<file path="src/hw/acs_map.svh">
// Register offsets, field positions and counts of the converter sequencer.
// Contract
// Completion clears go, flags done, stores result.
// Software go clear aborts, keeps previous result.
// Device reset returns all converter state.
// Wait two bit periods after completion or abort.
// Reconnect selected channel after the wait.
// Discharge capacitor array after every sample.
// Internal RC clock adds one instruction cycle.
// RC conversion done in sleep wakes if enabled.
// Done in sleep, irq off: converter off.
// Sleep without RC clock aborts, converter off.
// Trigger select: zero unit five, one charge.
// Software sets unit five mode to trigger.
// Software sets charge unit trigger enable.
// Enabled trigger sets go, starts acquisition.
// Module off ignores triggers entirely; code still sets the miss status flag.
// Module disable holds reset, stops clock.
// Software picks RC clock below 1 MHz.
// Bit period from clock select; waits counted so.
`ifndef ACS_MAP_SVH
`define ACS_MAP_SVH

`define ACS_ADDR_W          3
`define ACS_DATA_W          8

`define ACS_OFF_CTRL0       3'h0
`define ACS_OFF_CTRL1       3'h1
`define ACS_OFF_CTRL2       3'h2
`define ACS_OFF_RESH        3'h3
`define ACS_OFF_RESL        3'h4
`define ACS_OFF_STATUS      3'h5
`define ACS_OFF_MASK        3'h6
`define ACS_OFF_PMD         3'h7

`define ACS_GO_BIT          0
`define ACS_ON_BIT          1
`define ACS_CHAN_LSB        2
`define ACS_CHAN_MSB        6
`define ACS_TRIG_BIT        0
`define ACS_CCS_LSB         0
`define ACS_CCS_MSB         2
`define ACS_ACQ_LSB         3
`define ACS_ACQ_MSB         5
`define ACS_DONE_BIT        0
`define ACS_ABORT_BIT       1
`define ACS_MISS_BIT        2
`define ACS_PMD_BIT         0

`define ACS_RC_CODE         3'h7
`define ACS_TRIG_CCU5       1'h0
`define ACS_WAIT_TADS       4'h2
`define ACS_ACQ_TADS_PER    2
`define ACS_INSTR_CYCLES    3'h4

`endif

</file>
<file path="src/hw/acs_pkg.sv">
// Types shared by the converter sequencer files.
package acs_pkg;

  typedef enum logic [2:0] {
    ST_IDLE  = 3'h0,
    ST_ACQ   = 3'h1,
    ST_RCDLY = 3'h3,
    ST_CONV  = 3'h2,
    ST_WAIT  = 3'h6
  } acs_state_t;

endpackage : acs_pkg

</file>
<file path="src/hw/acs_sequencer.sv">
// Successive-approximation converter sequencer with its register port.
`timescale 1ns/1ps
`include "acs_map.svh"

module acs_sequencer
  import acs_pkg::*;
#(
  parameter int RES_W = 10,
  parameter int CH_W  = 5
) (
  input  wire logic                   clock_i,         // System clock.
  input  wire logic                   rst_i,           // Sync reset, high.
  input  wire logic [`ACS_ADDR_W-1:0] addr_i,          // Register address.
  input  wire logic [`ACS_DATA_W-1:0] wdata_i,         // Write data.
  input  wire logic                   we_i,            // Write strobe.
  input  wire logic                   re_i,            // Read strobe.
  output logic      [`ACS_DATA_W-1:0] rdata_o,         // Read data, +1 cycle.
  input  wire logic                   ccu5_trigger_i,  // Unit five event.
  input  wire logic                   ctu_trigger_i,   // Charge unit event.
  input  wire logic                   rc_tick_i,       // RC clock enable.
  input  wire logic                   sleep_i,         // Device asleep.
  input  wire logic                   comp_i,          // Comparator result.
  output logic                        afe_power_o,     // Converter powered.
  output logic                        sample_connect_o,// Channel to hold cap.
  output logic                        discharge_o,     // Discharge array.
  output logic      [CH_W-1:0]        channel_o,       // Selected channel.
  output logic      [RES_W-1:0]       sar_code_o,      // Trial code.
  output logic                        irq_o,           // Interrupt level.
  output logic                        wake_o           // Wake-up pulse.
);

  ////////////////////////////////////////////////////////////////////////////
  // Declarations.

  acs_state_t       state;
  logic [3:0]       count;
  logic             go;
  logic             module_on;
  logic [CH_W-1:0]  chan;
  logic             trig_sel;
  logic [2:0]       ccs;
  logic [2:0]       acq_sel;
  logic [RES_W-1:0] result;
  logic [RES_W-1:0] trial;
  logic [RES_W-1:0] bitm;
  logic [2:0]       status;
  logic [2:0]       mask;
  logic             module_disable;
  logic             conv_off;
  logic             sleep_q;
  logic             core_rst;
  logic             active;
  logic             use_rc;
  logic             run_tad;
  logic             tad;
  logic             wr_ctrl0;
  logic             wr_ctrl1;
  logic             wr_ctrl2;
  logic             wr_status;
  logic             wr_mask;
  logic             wr_pmd;
  logic             trig;
  logic             start_sw;
  logic             start_trg;
  logic             start;
  logic             miss;
  logic             sleep_rise;
  logic             sleep_off;
  logic             abort_any;
  logic             done_fire;
  logic [RES_W-1:0] next_result;
  logic [3:0]       acq_tads;
  logic [2:0]       next_status;
  logic [`ACS_DATA_W-1:0] rd_value;

  ////////////////////////////////////////////////////////////////////////////
  // Reset, enables and decode.

  // Module disable keeps every converter register in reset.
  assign core_rst  = rst_i || module_disable;
  assign active    = module_on && !conv_off && !module_disable;
  assign use_rc    = (ccs == `ACS_RC_CODE);

  assign wr_ctrl0  = we_i && !module_disable && (addr_i == `ACS_OFF_CTRL0);
  assign wr_ctrl1  = we_i && !module_disable && (addr_i == `ACS_OFF_CTRL1);
  assign wr_ctrl2  = we_i && !module_disable && (addr_i == `ACS_OFF_CTRL2);
  assign wr_status = we_i && !module_disable && (addr_i == `ACS_OFF_STATUS);
  assign wr_mask   = we_i && !module_disable && (addr_i == `ACS_OFF_MASK);
  assign wr_pmd    = we_i && (addr_i == `ACS_OFF_PMD);

  assign acq_tads  = 4'(int'(acq_sel) * `ACS_ACQ_TADS_PER);

  ////////////////////////////////////////////////////////////////////////////
  // Start, abort and completion events.

  assign trig = (trig_sel == `ACS_TRIG_CCU5) ? ccu5_trigger_i
                                             : ctu_trigger_i;
  assign start_sw  = wr_ctrl0 && wdata_i[`ACS_GO_BIT] && active &&
                     (state == ST_IDLE);
  assign start_trg = trig && active && (state == ST_IDLE) && !start_sw;
  assign start     = start_sw || start_trg;
  // A trigger while off or busy is dropped but leaves a trace for software.
  assign miss      = trig && !start_trg && !start_sw;

  assign sleep_rise = sleep_i && !sleep_q;
  assign sleep_off  = sleep_rise && !use_rc && module_on;

  assign abort_any = go && ((wr_ctrl0 && !wdata_i[`ACS_GO_BIT]) ||
                            (wr_ctrl0 && !wdata_i[`ACS_ON_BIT]) ||
                            sleep_off);

  assign done_fire = (state == ST_CONV) && tad && bitm[0] && !abort_any;

  assign next_result = comp_i ? trial : (trial & ~bitm);

  ////////////////////////////////////////////////////////////////////////////
  // Bit period generator.

  assign run_tad = ((state == ST_ACQ) || (state == ST_CONV) ||
                    (state == ST_WAIT)) && !abort_any;

  acs_tad_gen #(
    .DIV_W (8)
  ) u_tad (
    .clock_i   (clock_i),
    .rst_i     (core_rst),
    .run_i     (run_tad),
    .sel_i     (ccs),
    .rc_tick_i (rc_tick_i),
    .tad_o     (tad)
  );

  ////////////////////////////////////////////////////////////////////////////
  // Sequence state.

  always_ff @(posedge clock_i) begin
    if (core_rst) begin
      state <= ST_IDLE;
      count <= 4'h0;
    end else if (abort_any) begin
      state <= ST_WAIT;
      count <= use_rc ? '1 : 4'h0; // RC phase is free, so add a tick.
    end else begin
      case (state)
        ST_IDLE: begin
          count <= 4'h0;
          if (start) begin
            if (acq_tads != 4'h0) begin
              state <= ST_ACQ;
            end else if (use_rc) begin
              state <= ST_RCDLY;
            end else begin
              state <= ST_CONV;
            end
          end
        end
        ST_ACQ: begin
          if (tad) begin
            if (count == acq_tads - 4'h1) begin
              count <= 4'h0;
              state <= use_rc ? ST_RCDLY : ST_CONV;
            end else begin
              count <= count + 4'h1;
            end
          end
        end
        ST_RCDLY: begin
          // One instruction cycle lets the core enter sleep first.
          if (count == 4'({1'b0, `ACS_INSTR_CYCLES}) - 4'h1) begin
            count <= 4'h0;
            state <= ST_CONV;
          end else begin
            count <= count + 4'h1;
          end
        end
        ST_CONV: begin
          if (done_fire) begin
            count <= 4'h0;
            state <= ST_WAIT;
          end
        end
        ST_WAIT: begin
          if (tad) begin
            if (count == `ACS_WAIT_TADS - 4'h1) begin
              count <= 4'h0;
              state <= ST_IDLE;
            end else begin
              count <= count + 4'h1;
            end
          end
        end
        default: begin
          state <= ST_IDLE;
          count <= 4'h0;
        end
      endcase
    end
  end

  ////////////////////////////////////////////////////////////////////////////
  // Successive approximation.

  // Trial and bit pointer rest at the top bit outside a conversion.
  always_ff @(posedge clock_i) begin
    if (core_rst || (state != ST_CONV)) begin
      trial <= RES_W'(1) << (RES_W - 1);
      bitm  <= RES_W'(1) << (RES_W - 1);
    end else if (tad) begin
      trial <= next_result | (bitm >> 1);
      bitm  <= bitm >> 1;
    end
  end

  // A partial code never reaches the result.
  always_ff @(posedge clock_i) begin
    if (core_rst) begin
      result <= '0;
    end else if (done_fire) begin
      result <= next_result;
    end
  end

  ////////////////////////////////////////////////////////////////////////////
  // Control registers.

  always_ff @(posedge clock_i) begin
    if (core_rst) begin
      go <= 1'b0;
    end else if (done_fire || abort_any) begin
      go <= 1'b0;
    end else if (start) begin
      go <= 1'b1;
    end
  end

  always_ff @(posedge clock_i) begin
    if (core_rst) begin
      module_on <= 1'b0;
      chan      <= '0;
    end else if (wr_ctrl0) begin
      module_on <= wdata_i[`ACS_ON_BIT];
      chan      <= wdata_i[`ACS_CHAN_MSB:`ACS_CHAN_LSB];
    end
  end

  always_ff @(posedge clock_i) begin
    if (core_rst) begin
      trig_sel <= 1'b0;
    end else if (wr_ctrl1) begin
      trig_sel <= wdata_i[`ACS_TRIG_BIT];
    end
  end

  // Changing the clock mid-conversion is the user's hazard, as advised.
  always_ff @(posedge clock_i) begin
    if (core_rst) begin
      ccs     <= 3'h0;
      acq_sel <= 3'h0;
    end else if (wr_ctrl2) begin
      ccs     <= wdata_i[`ACS_CCS_MSB:`ACS_CCS_LSB];
      acq_sel <= wdata_i[`ACS_ACQ_MSB:`ACS_ACQ_LSB];
    end
  end

  always_ff @(posedge clock_i) begin
    if (rst_i) begin
      module_disable <= 1'b0;
    end else if (wr_pmd) begin
      module_disable <= wdata_i[`ACS_PMD_BIT];
    end
  end

  ////////////////////////////////////////////////////////////////////////////
  // Sleep handling.

  always_ff @(posedge clock_i) begin
    if (core_rst) begin
      sleep_q <= 1'b0;
    end else begin
      sleep_q <= sleep_i;
    end
  end

  // The converter stays off, with the on bit still set, until sleep ends.
  always_ff @(posedge clock_i) begin
    if (core_rst) begin
      conv_off <= 1'b0;
    end else if (sleep_off) begin
      conv_off <= 1'b1;
    end else if (done_fire && sleep_i && !mask[`ACS_DONE_BIT]) begin
      conv_off <= 1'b1;
    end else if (!sleep_i) begin
      conv_off <= 1'b0;
    end
  end

  always_ff @(posedge clock_i) begin
    if (core_rst) begin
      wake_o <= 1'b0;
    end else begin
      wake_o <= done_fire && sleep_i && use_rc &&
                mask[`ACS_DONE_BIT];
    end
  end

  ////////////////////////////////////////////////////////////////////////////
  // Interrupt status and mask.

  always_comb begin
    next_status = status;
    if (wr_status) begin
      next_status = status & ~wdata_i[2:0];
    end
    // Setting after the clear lets a same-cycle event win.
    if (done_fire) begin
      next_status[`ACS_DONE_BIT] = 1'b1;
    end
    if (abort_any) begin
      next_status[`ACS_ABORT_BIT] = 1'b1;
    end
    if (miss) begin
      next_status[`ACS_MISS_BIT] = 1'b1;
    end
  end

  always_ff @(posedge clock_i) begin
    if (core_rst) begin
      status <= 3'h0;
    end else begin
      status <= next_status;
    end
  end

  always_ff @(posedge clock_i) begin
    if (core_rst) begin
      mask <= 3'h0;
    end else if (wr_mask) begin
      mask <= wdata_i[2:0];
    end
  end

  assign irq_o = |(status & mask);

  ////////////////////////////////////////////////////////////////////////////
  // Register read.

  always_comb begin
    case (addr_i)
      `ACS_OFF_CTRL0:  rd_value = 8'({chan, module_on, go});
      `ACS_OFF_CTRL1:  rd_value = 8'({trig_sel});
      `ACS_OFF_CTRL2:  rd_value = 8'({acq_sel, ccs});
      `ACS_OFF_RESH:   rd_value = 8'(result >> 8);
      `ACS_OFF_RESL:   rd_value = result[7:0];
      `ACS_OFF_STATUS: rd_value = 8'(status);
      `ACS_OFF_MASK:   rd_value = 8'(mask);
      `ACS_OFF_PMD:    rd_value = 8'({module_disable});
      default:         rd_value = 8'h00;
    endcase
  end

  always_ff @(posedge clock_i) begin
    if (rst_i) begin
      rdata_o <= 8'h00;
    end else begin
      rdata_o <= re_i ? rd_value : 8'h00;
    end
  end

  ////////////////////////////////////////////////////////////////////////////
  // Analog front end.

  assign afe_power_o      = active;
  assign sample_connect_o = active && ((state == ST_IDLE) ||
                                       (state == ST_ACQ));
  assign discharge_o      = (state == ST_WAIT);
  assign channel_o        = chan;
  assign sar_code_o       = trial;

endmodule : acs_sequencer

</file>
<file path="src/hw/acs_tad_gen.sv">
// Conversion bit period tick generator.
`timescale 1ns/1ps
`include "acs_map.svh"

module acs_tad_gen #(
  parameter int DIV_W = 8
) (
  input  wire logic       clock_i,    // System clock.
  input  wire logic       rst_i,      // Synchronous reset, active high.
  input  wire logic       run_i,      // High while periods are counted.
  input  wire logic [2:0] sel_i,      // Conversion clock select code.
  input  wire logic       rc_tick_i,  // Internal RC clock enable pulse.
  output logic            tad_o       // One-cycle pulse per bit period.
);

  logic [DIV_W-1:0] count;
  logic [DIV_W-1:0] limit;
  logic             use_rc;

  // Divide codes give 2 to the power code+1 system clocks per period.
  assign limit  = DIV_W'((32'h1 << (int'(sel_i) + 1)) - 1);
  assign use_rc = (sel_i == `ACS_RC_CODE);

  // Dropping run restarts the divider phase, so a divided period never starts short.
  always_ff @(posedge clock_i) begin
    if (rst_i || !run_i || use_rc) begin
      count <= '0;
    end else if (count == limit) begin
      count <= '0;
    end else begin
      count <= count + DIV_W'(1);
    end
  end

  assign tad_o = run_i && (use_rc ? rc_tick_i : (count == limit));

endmodule : acs_tad_gen

</file>
<file path="config.mk">
export PLATFORM = sky130hd
export DESIGN_NAME = acs_sequencer
export DESIGN_NICKNAME = d
export VERILOG_FILES = /design/src/hw/acs_pkg.sv /design/src/hw/acs_sequencer.sv /design/src/hw/acs_tad_gen.sv
export VERILOG_INCLUDE_DIRS = /design/src /design/src/hw
export SDC_FILE = /design/constraint.sdc
export NUM_CORES = 1
export LEC_CHECK = 0
export BUFFER_PORTS_ARGS = -buffer_cell sky130_fd_sc_hd__buf_2
export CAP_MARGIN = 20
export CORE_MARGIN = 2
export CORE_UTILIZATION = 25
export CTS_BUF_LIST = sky130_fd_sc_hd__clkbuf_8
export CTS_CLUSTER_DIAMETER = 50
export DETAILED_ROUTE_END_ITERATION = 10
export GPL_TIMING_DRIVEN = 0
export PLACE_DENSITY_LB_ADDON = 0.2
export SYNTH_ARGS = -nofsm -noshare
export SYNTH_HDL_FRONTEND = slang
export SYNTH_SLANG_ARGS = --single-unit
</file>
<file path="constraint.sdc">
create_clock -name clock_i -period 3.4 [get_ports clock_i]
set_input_delay 0.85 -clock clock_i [delete_from_list [all_inputs] [get_ports clock_i]]
set_output_delay 0.85 -clock clock_i [all_outputs]
set_load 0.01 [all_outputs]
</file>
==> flow_metrics.py, run 1 <==
metrics = {
    "outcome": {
        "outcome": "complete, no violations",
    },
    "clock_tree": {
        "cts_resized": 0,
        "path_clk_slew_ns": 0.09,
        "root_buffer": "clkbuf_8",
        "clk_latency_ns": 0.37,
        "clk_path_buf_depth": 2,
        "cts_setup_buffers": 0,
        "numCtsBuffers": 9,
        "cts_tree": "done",
        "cts.sinks": 77,
        "cts_max_level": 3,
        "cts.hold.buffers_added": 0,
    },
    "sta": {
        "relSlewSlack_pct": 54.9,
        "worst_slew_pin_slew_ns": 0.675,
        "min_period_ns": 3.20,
        "finalCritPeriodShare_pct": 94.0,
        "grt_setup_unrepaired": "false",
        "tns_ns": 0,
        "skew_ns": 0.0157,
        "report.final.slew_viol_count": 0,
        "final-hold-violation-count": 0,
        "fmaxAchievable_mhz": 313,
        "setup_ws_ns": 0.205,
        "setup_violations": 0,
    },
    "critical_path": {
        "cp-start-kind": "flip-flop",
        "ff2ff_setup_slack_ns": 0.20,
        "regToRegEndpoint": "count[3]",
        "cp_cell_sequence": "buf_6 > inv_2 > nor2_4 > ha_2 > and3b_2 > nand2b_1 > ha_1 > xnor2_1 > a32o_1 > o2111a_2 > a211o_4 > a41o_1 > a31o_1",
        "r2r_start": "ccs[0]",
        "worstSetupPathType": "flip-flop to flip-flop",
        "required_ns": 3.68,
        "ff2ff_path_depth": 13,
        "crit_arrival_ns": 3.47,
        "cpMaxStageDelayCell": "a211o_4",
        "slowest_delay_ns": 0.40,
        "cp_max_fo": 10,
        "endpoint_kind": "flip-flop",
    },
    "placement": {
        "post-place-ws_ns": 0.0538,
        "dp.final_hpwl_mm": 8.91,
        "gp_congestion": 0.863,
        "placed_area_um2": 4420,
        "io_buffers": 44,
    },
    "floorplanning": {
        "core_area_um2": 15300,
        "start_util_pct": 25.7,
        "fp.dieW_um": 129,
        "die_area_um2": 16800,
        "io_pins": 48,
        "die_h_um": 129,
        "fp-row-count": 45,
    },
    "routing": {
        "firstDrtPassIters": 4,
        "vias_per_cell": 4.93,
        "drt_iter0_drc": 293,
        "antenna_left": 0,
        "vias": 3717,
        "drc": 0,
        "drt-total-wl_mm": 12.1,
        "drt-wirelength-per-cell_um": 16.1,
    },
    "synthesis": {
        "ys_async_sr_fraction_pct": 0,
        "synthTopCellsByCount": "77 x dfxtp_1, 51 x a21oi_1, 50 x nand2_1",
        "ys_seq_elements": 77,
        "yosysMostFrequentCell": "dfxtp_1",
        "synth_top_cell_area_share_pct": 39.2,
        "synth_top_area_cell": "dfxtp_1",
        "synth-seq-area-share_pct": 39.2,
        "synth-edff-count": 0,
        "syn_inst": 482,
        "syn_nets": 510,
        "yosys_warnings": 0,
        "ys.flop_type": "dfxtp_1",
        "synth.avg_cell_area_um2": 8.16,
        "synthesis.area_um2": 3940,
        "synthTopCellsByArea": "dfxtp_1 39%, a21oi_1 6.5%, nand2_1 4.8%",
        "synth_cell_type_count": 67,
    },
    "final_layout": {
        "final_area_um2": 4660,
        "synthToLayoutAreaGrowth_pct": 18.5,
        "drive_gt1_share_pct": 16.6,
        "utilization_pct": 30.5,
        "diodes": 0,
        "nets": 566,
    },
    "power": {
        "power_leakage_nw": 1.69,
        "ir_worst_vdd_uv": 214,
        "power.density_nw_per_um2": 384,
    },
    "worst_hold_path": {
        "hold_class": "flip-flop to flip-flop",
        "min_from": "result[7]",
        "hold_path_end": "rdata_o[7]",
        "worstHoldPathCells": 2,
    },
    "flow_run": {
        "cap_violations": 0,
    },
    "global_routing": {
        "grt_pass1_vias": 3680,
        "grt_usage_pct": 15.1,
        "grt_pass1_wl_mm": 19.5,
        "antenna_found_initial": 0,
        "grt_max_degree": 15,
        "grt_overflow": 0,
    },
}
==> stage by stage <==
step / cells / hold slack (ns) / total power, mW
2_1_floorplan: 482 / 0.411 / 1.08
3_3_place_gp: 737 / 0.435 / 1.14
3_5_place_dp: 737 / 0.436 / 1.15
4_1_cts: 753 / 0.467 / 1.82
5_1_grt: 754 / 0.494 / 1.89
6_report: 754 / 0.463 / 1.79
==> area by class of cell <==
type	instances	area, µm²
Clock inverter	6	45.0
Buffer	31	151
Multi-Input combinational cell	351	2210
Sequential cell	77	1540
Clock buffer	10	138
Tap cell	211	264
Fill cell	1668	10700
Timing Repair Buffer	45	225
Inverter	23	86.3
==> worst max-delay path by stage <==
stage | start | to | slack [ns] | cells after the start
5_1_grt | ccs[0] | count[3] | 0.001 | 13
3_3_place_gp | ccs[0] | result[2] | 0.08 | 14
6_report | ccs[0] | count[3] | 0.20 | 13
4_1_cts | ccs[0] | result[2] | 0.02 | 14
3_5_place_dp | ccs[0] | result[2] | 0.05 | 14
2_1_floorplan | ccs[0] | count[3] | 0.43 | 13
==> layer usage <==
metal	wire length [µm]	track usage, %	vias to the layer above
met3	622	3.59	15
li1	-	-	1854
met4	252	5.82	0
met5	0	0	-
met1	5980	20.7	1760
met2	5300	22.9	88
==> critical path: cells and delay by family (launching register included) <==
family / cells / cell delay [ns]
DFF: 1 / 0.36
and+or+nand+nor: 3 / 0.47
buffers and inverters: 2 / 0.20
adders and majority gates: 2 / 0.57
AOI/OAI and AO/OA: 5 / 1.34
xor gates and xnor gates: 1 / 0.17
==> logic make-up (layout without fill, tap and decap cells) <==
kind of cell	count (synthesis)	after routing	synth area share [%]
AO/OA/AOI/OAI	140	140	23.6
buffers and inverters	54	115	5.66
multiplexers	10	10	3.18
XOR/XNOR	15	15	3.34
flip-flops	77	77	39.2
AND/OR/NAND/NOR	177	177	22.2
adder cells (fa/ha/maj)	9	9	2.83
==> flip-flops by register name (all words and copies together) (netlist names), 3 cells and up <==
name and count:
ccs 3, channel_o 5, count 4, bitm 10, state 3, rdata_o 8, mask 3, status 3
acq_sel 3, sar_code_o 10, result 10, u_tad.count 8
==> placed cells by master (no fill, tap or decap), drive strengths merged, types with 3 or more instances in the layout <==
cell type,n
dfxtp,77
buf,54
a21oi,52
nand2,50
nor2,38
clkbuf,32
inv,27
o21ai,25
nand3,22
nor2b,13
nor3,13
xor2,11
o2111ai,10
o31ai,10
mux2i,8
ha,8
nand2b,7
or3,6
nand4,5
a31oi,5
xnor2,4
nand3b,4
o22ai,4
and2,3
a32o,3
nor4,3
o211ai,3
==> report_power, final <==
group / switching, mW / total (mW) / internal (mW)
Sequential: 0.0157 / 0.929 / 0.914
Clock: 0.372 / 0.662 / 0.290
Combinational: 0.129 / 0.201 / 0.0723
(Power assumes the default switching activity.)
==> run 2: changes to the inputs <==
ABC_AREA = 1   (was default)
GPL_TIMING_DRIVEN = default   (was 0)
clock period = 3.25 ns   (was 3.4 ns; I/O delays follow)
==> flow_metrics.py, run 2 <==
metrics = {
    "floorplanning": {
        "die_h_um": 127,
        "fp-row-count": 44,
        "start_util_pct": 25.9,
        "die_area_um2": 16100,
        "io_pins": 48,
        "core_area_um2": 14600,
        "fp.dieW_um": 127,
    },
    "power": {
        "power_frac_clock_pct": 31.3,
        "switchingPower_uw": 782,
        "power.density_nw_per_um2": 528,
        "power_leakage_nw": 1.90,
        "finalPower_mw": 2.32,
        "p_comb_share_pct": 23.7,
        "ir_worst_vdd_uv": 174,
        "sequentialPowerShare_pct": 45.1,
        "internal-power_mw": 1.54,
        "swShare_pct": 33.7,
    },
    "critical_path": {
        "required_ns": 3.50,
        "endpoint_kind": "flip-flop",
        "cp_max_fo": 22,
        "worstSetupStartpoint": "ccs[0]",
        "r2r_start": "ccs[0]",
        "cp-start-kind": "flip-flop",
        "crit_arrival_ns": 3.18,
        "worstSetupPathType": "flip-flop to flip-flop",
    },
    "routing": {
        "drt-wirelength-per-cell_um": 13.8,
        "drt-total-wl_mm": 10.6,
        "drc": 0,
        "antenna_left": 0,
        "vias": 3598,
        "vias_per_cell": 4.69,
        "drt_iter0_drc": 259,
        "firstDrtPassIters": 5,
    },
    "sta": {
        "tns_ns": 0,
        "finalCritPeriodShare_pct": 90.0,
        "min_period_ns": 2.92,
        "setup_violations": 0,
        "skew_ns": 0.0125,
        "worst_hold_slack_ns": 0.469,
        "relSlewSlack_pct": 66.5,
        "fmaxAchievable_mhz": 342,
        "final-hold-violation-count": 0,
        "report.final.slew_viol_count": 0,
        "grt_setup_unrepaired": "false",
        "worst_slew_pin_slew_ns": 0.502,
    },
    "synthesis": {
        "ys.flop_type": "dfxtp_1",
        "synthesis.area_um2": 3790,
        "synth_cell_type_count": 39,
        "synthTopCellsByCount": "112 x nand2_1, 77 x dfxtp_1, 68 x inv_1",
        "syn_inst": 530,
        "ys_seq_elements": 77,
        "synth_top_area_cell": "dfxtp_1",
        "syn_nets": 558,
        "yosysMostFrequentCell": "nand2_1",
        "synthTopCellsByArea": "dfxtp_1 41%, nand2_1 11%, a21oi_1 7.3%",
        "synth-edff-count": 0,
        "synth_top_cell_area_share_pct": 40.7,
        "yosys_warnings": 0,
        "synth-seq-area-share_pct": 40.7,
        "ys_async_sr_fraction_pct": 0,
        "synth.avg_cell_area_um2": 7.14,
    },
    "worst_hold_path": {
        "hold_class": "flip-flop to flip-flop",
        "min_from": "u_tad.count[0]",
    },
    "outcome": {
        "outcome": "complete, no violations",
    },
    "clock_tree": {
        "path_clk_slew_ns": 0.08,
        "cts_max_level": 3,
        "cts_setup_buffers": 0,
        "numCtsBuffers": 9,
        "root_buffer": "clkbuf_8",
        "clk_path_buf_depth": 2,
        "clk_latency_ns": 0.37,
        "cts_tree": "done",
        "cts.sinks": 77,
    },
    "placement": {
        "io_buffers": 46,
        "gp_congestion": 0.847,
        "dp.final_hpwl_mm": 8.08,
    },
    "global_routing": {
        "antenna_found_initial": 0,
        "grt_max_degree": 26,
        "grt_usage_pct": 13.5,
        "grt_overflow": 0,
        "grt_pass1_vias": 3346,
        "grt_pass1_wl_mm": 17.0,
    },
    "final_layout": {
        "final_common_cell": "nand2_1",
        "synthToLayoutAreaGrowth_pct": 16.1,
        "diodes": 0,
        "drive_gt1_share_pct": 15.8,
        "nets": 607,
        "fill_cells": 1606,
        "final_cell_mix": "112 x nand2_1, 76 x dfxtp_1, 69 x inv_1, 55 x a21oi_1, 48 x nor2_1",
    },
    "flow_run": {
        "cap_violations": 0,
    },
}
-- run 2: cell count changes in the layout (fill, tap and decap cells not counted), moves of 8 or more --
cell	delta
nor2b_1	-13
nor2_1	+11
o21ai_0	+15
nand3_1	+11
nand2_1	+62
mux2i_1	-8
clkbuf_1	-19
o2111ai_1	-10
inv_1	+46
-- run 2: cell families after synthesis --
kind of cell	after synthesis	share of synthesized area, %
AO/OA/AOI/OAI	123	18.2
XOR/XNOR	8	1.85
adder cells (fa/ha/maj)	8	2.64
buffers and inverters	91	10.2
flip-flops	77	40.7
AND/OR/NAND/NOR	223	26.4
-- run 2: final cells by class --
| class | instances | area [µm²] | area share (%) |
|---|---|---|---|
| Multi-Input combinational cell | 362 | 1860 | 42.3 |
| Sequential cell | 77 | 1540 | 35.1 |
| Inverter | 78 | 293 | 6.66 |
| Timing Repair Buffer | 51 | 280 | 6.38 |
| Tap cell | 184 | 230 | 5.24 |
| Clock buffer | 10 | 138 | 3.13 |
| Clock inverter | 5 | 52.6 | 1.20 |
-- run 2: repair_timing --
item / CTS / global route
resized for setup: 0 / 1
endpoints found under the setup margin: 0 / 13
hold buffers: 0 / 0
hold endpoints to repair: 0 / 0
-- run 2: final timing paths --
| kind | end | slack [ns] | depth (start not counted) |
|---|---|---|---|
| max reg2reg | sar_code_o[5] | 0.33 | 19 |
| min | u_tad.count[0] | 0.47 | 1 |
| min reg2reg | u_tad.count[0] | 0.47 | 1 |
| max | sar_code_o[5] | 0.33 | 19 |
-- run 2: per-layer routing --
layer / wire length, µm / vias to the layer above / GRT usage [%]
met5: 0 / - / 0
met4: 268 / 0 / 6.40
met3: 501 / 17 / 2.55
met2: 4710 / 90 / 20.9
met1: 5130 / 1653 / 18.2
li1: - / 1838 / -
-- run 2: worst max-delay path, stage by stage (launching register included) --
cell and delay [ns]:
dfxtp_2 0.35, nand2_1 0.09, inv_2 0.07, ha_1 0.35, nor2_1 0.16, nand2_1 0.09, ha_1 0.31, inv_1 0.04
nand2_1 0.05, nand2_1 0.05, nand2_1 0.05, nor2_1 0.04, nand3_1 0.07, nor2_1 0.05, nand2_1 0.13, nand2_2 0.11
nand2_4 0.20, clkinv_1 0.32, nand2_1 0.20, a21oi_1 0.08
-- run 2: stage by stage --
step,util (%),worst slack [ns],instances,area [µm²]
3_3_place_gp,28.7,0.284,752,4200
5_1_grt,30.0,0.0408,767,4390
6_report,30.0,0.326,767,4390
2_1_floorplan,-,0.825,530,3790
4_1_cts,30.0,0.227,767,4390
3_5_place_dp,28.7,0.230,752,4200
-- run 2: power groups by stage --
stage          registers (mW)  logic [mW]  clock network, mW
2_1_floorplan            1.05       0.432                  0
3_3_place_gp             1.07       0.542                  0
3_5_place_dp             1.07       0.547                  0
4_1_cts                  1.05       0.549              0.755
5_1_grt                  1.05       0.627              0.787
6_report                 1.05       0.549              0.726
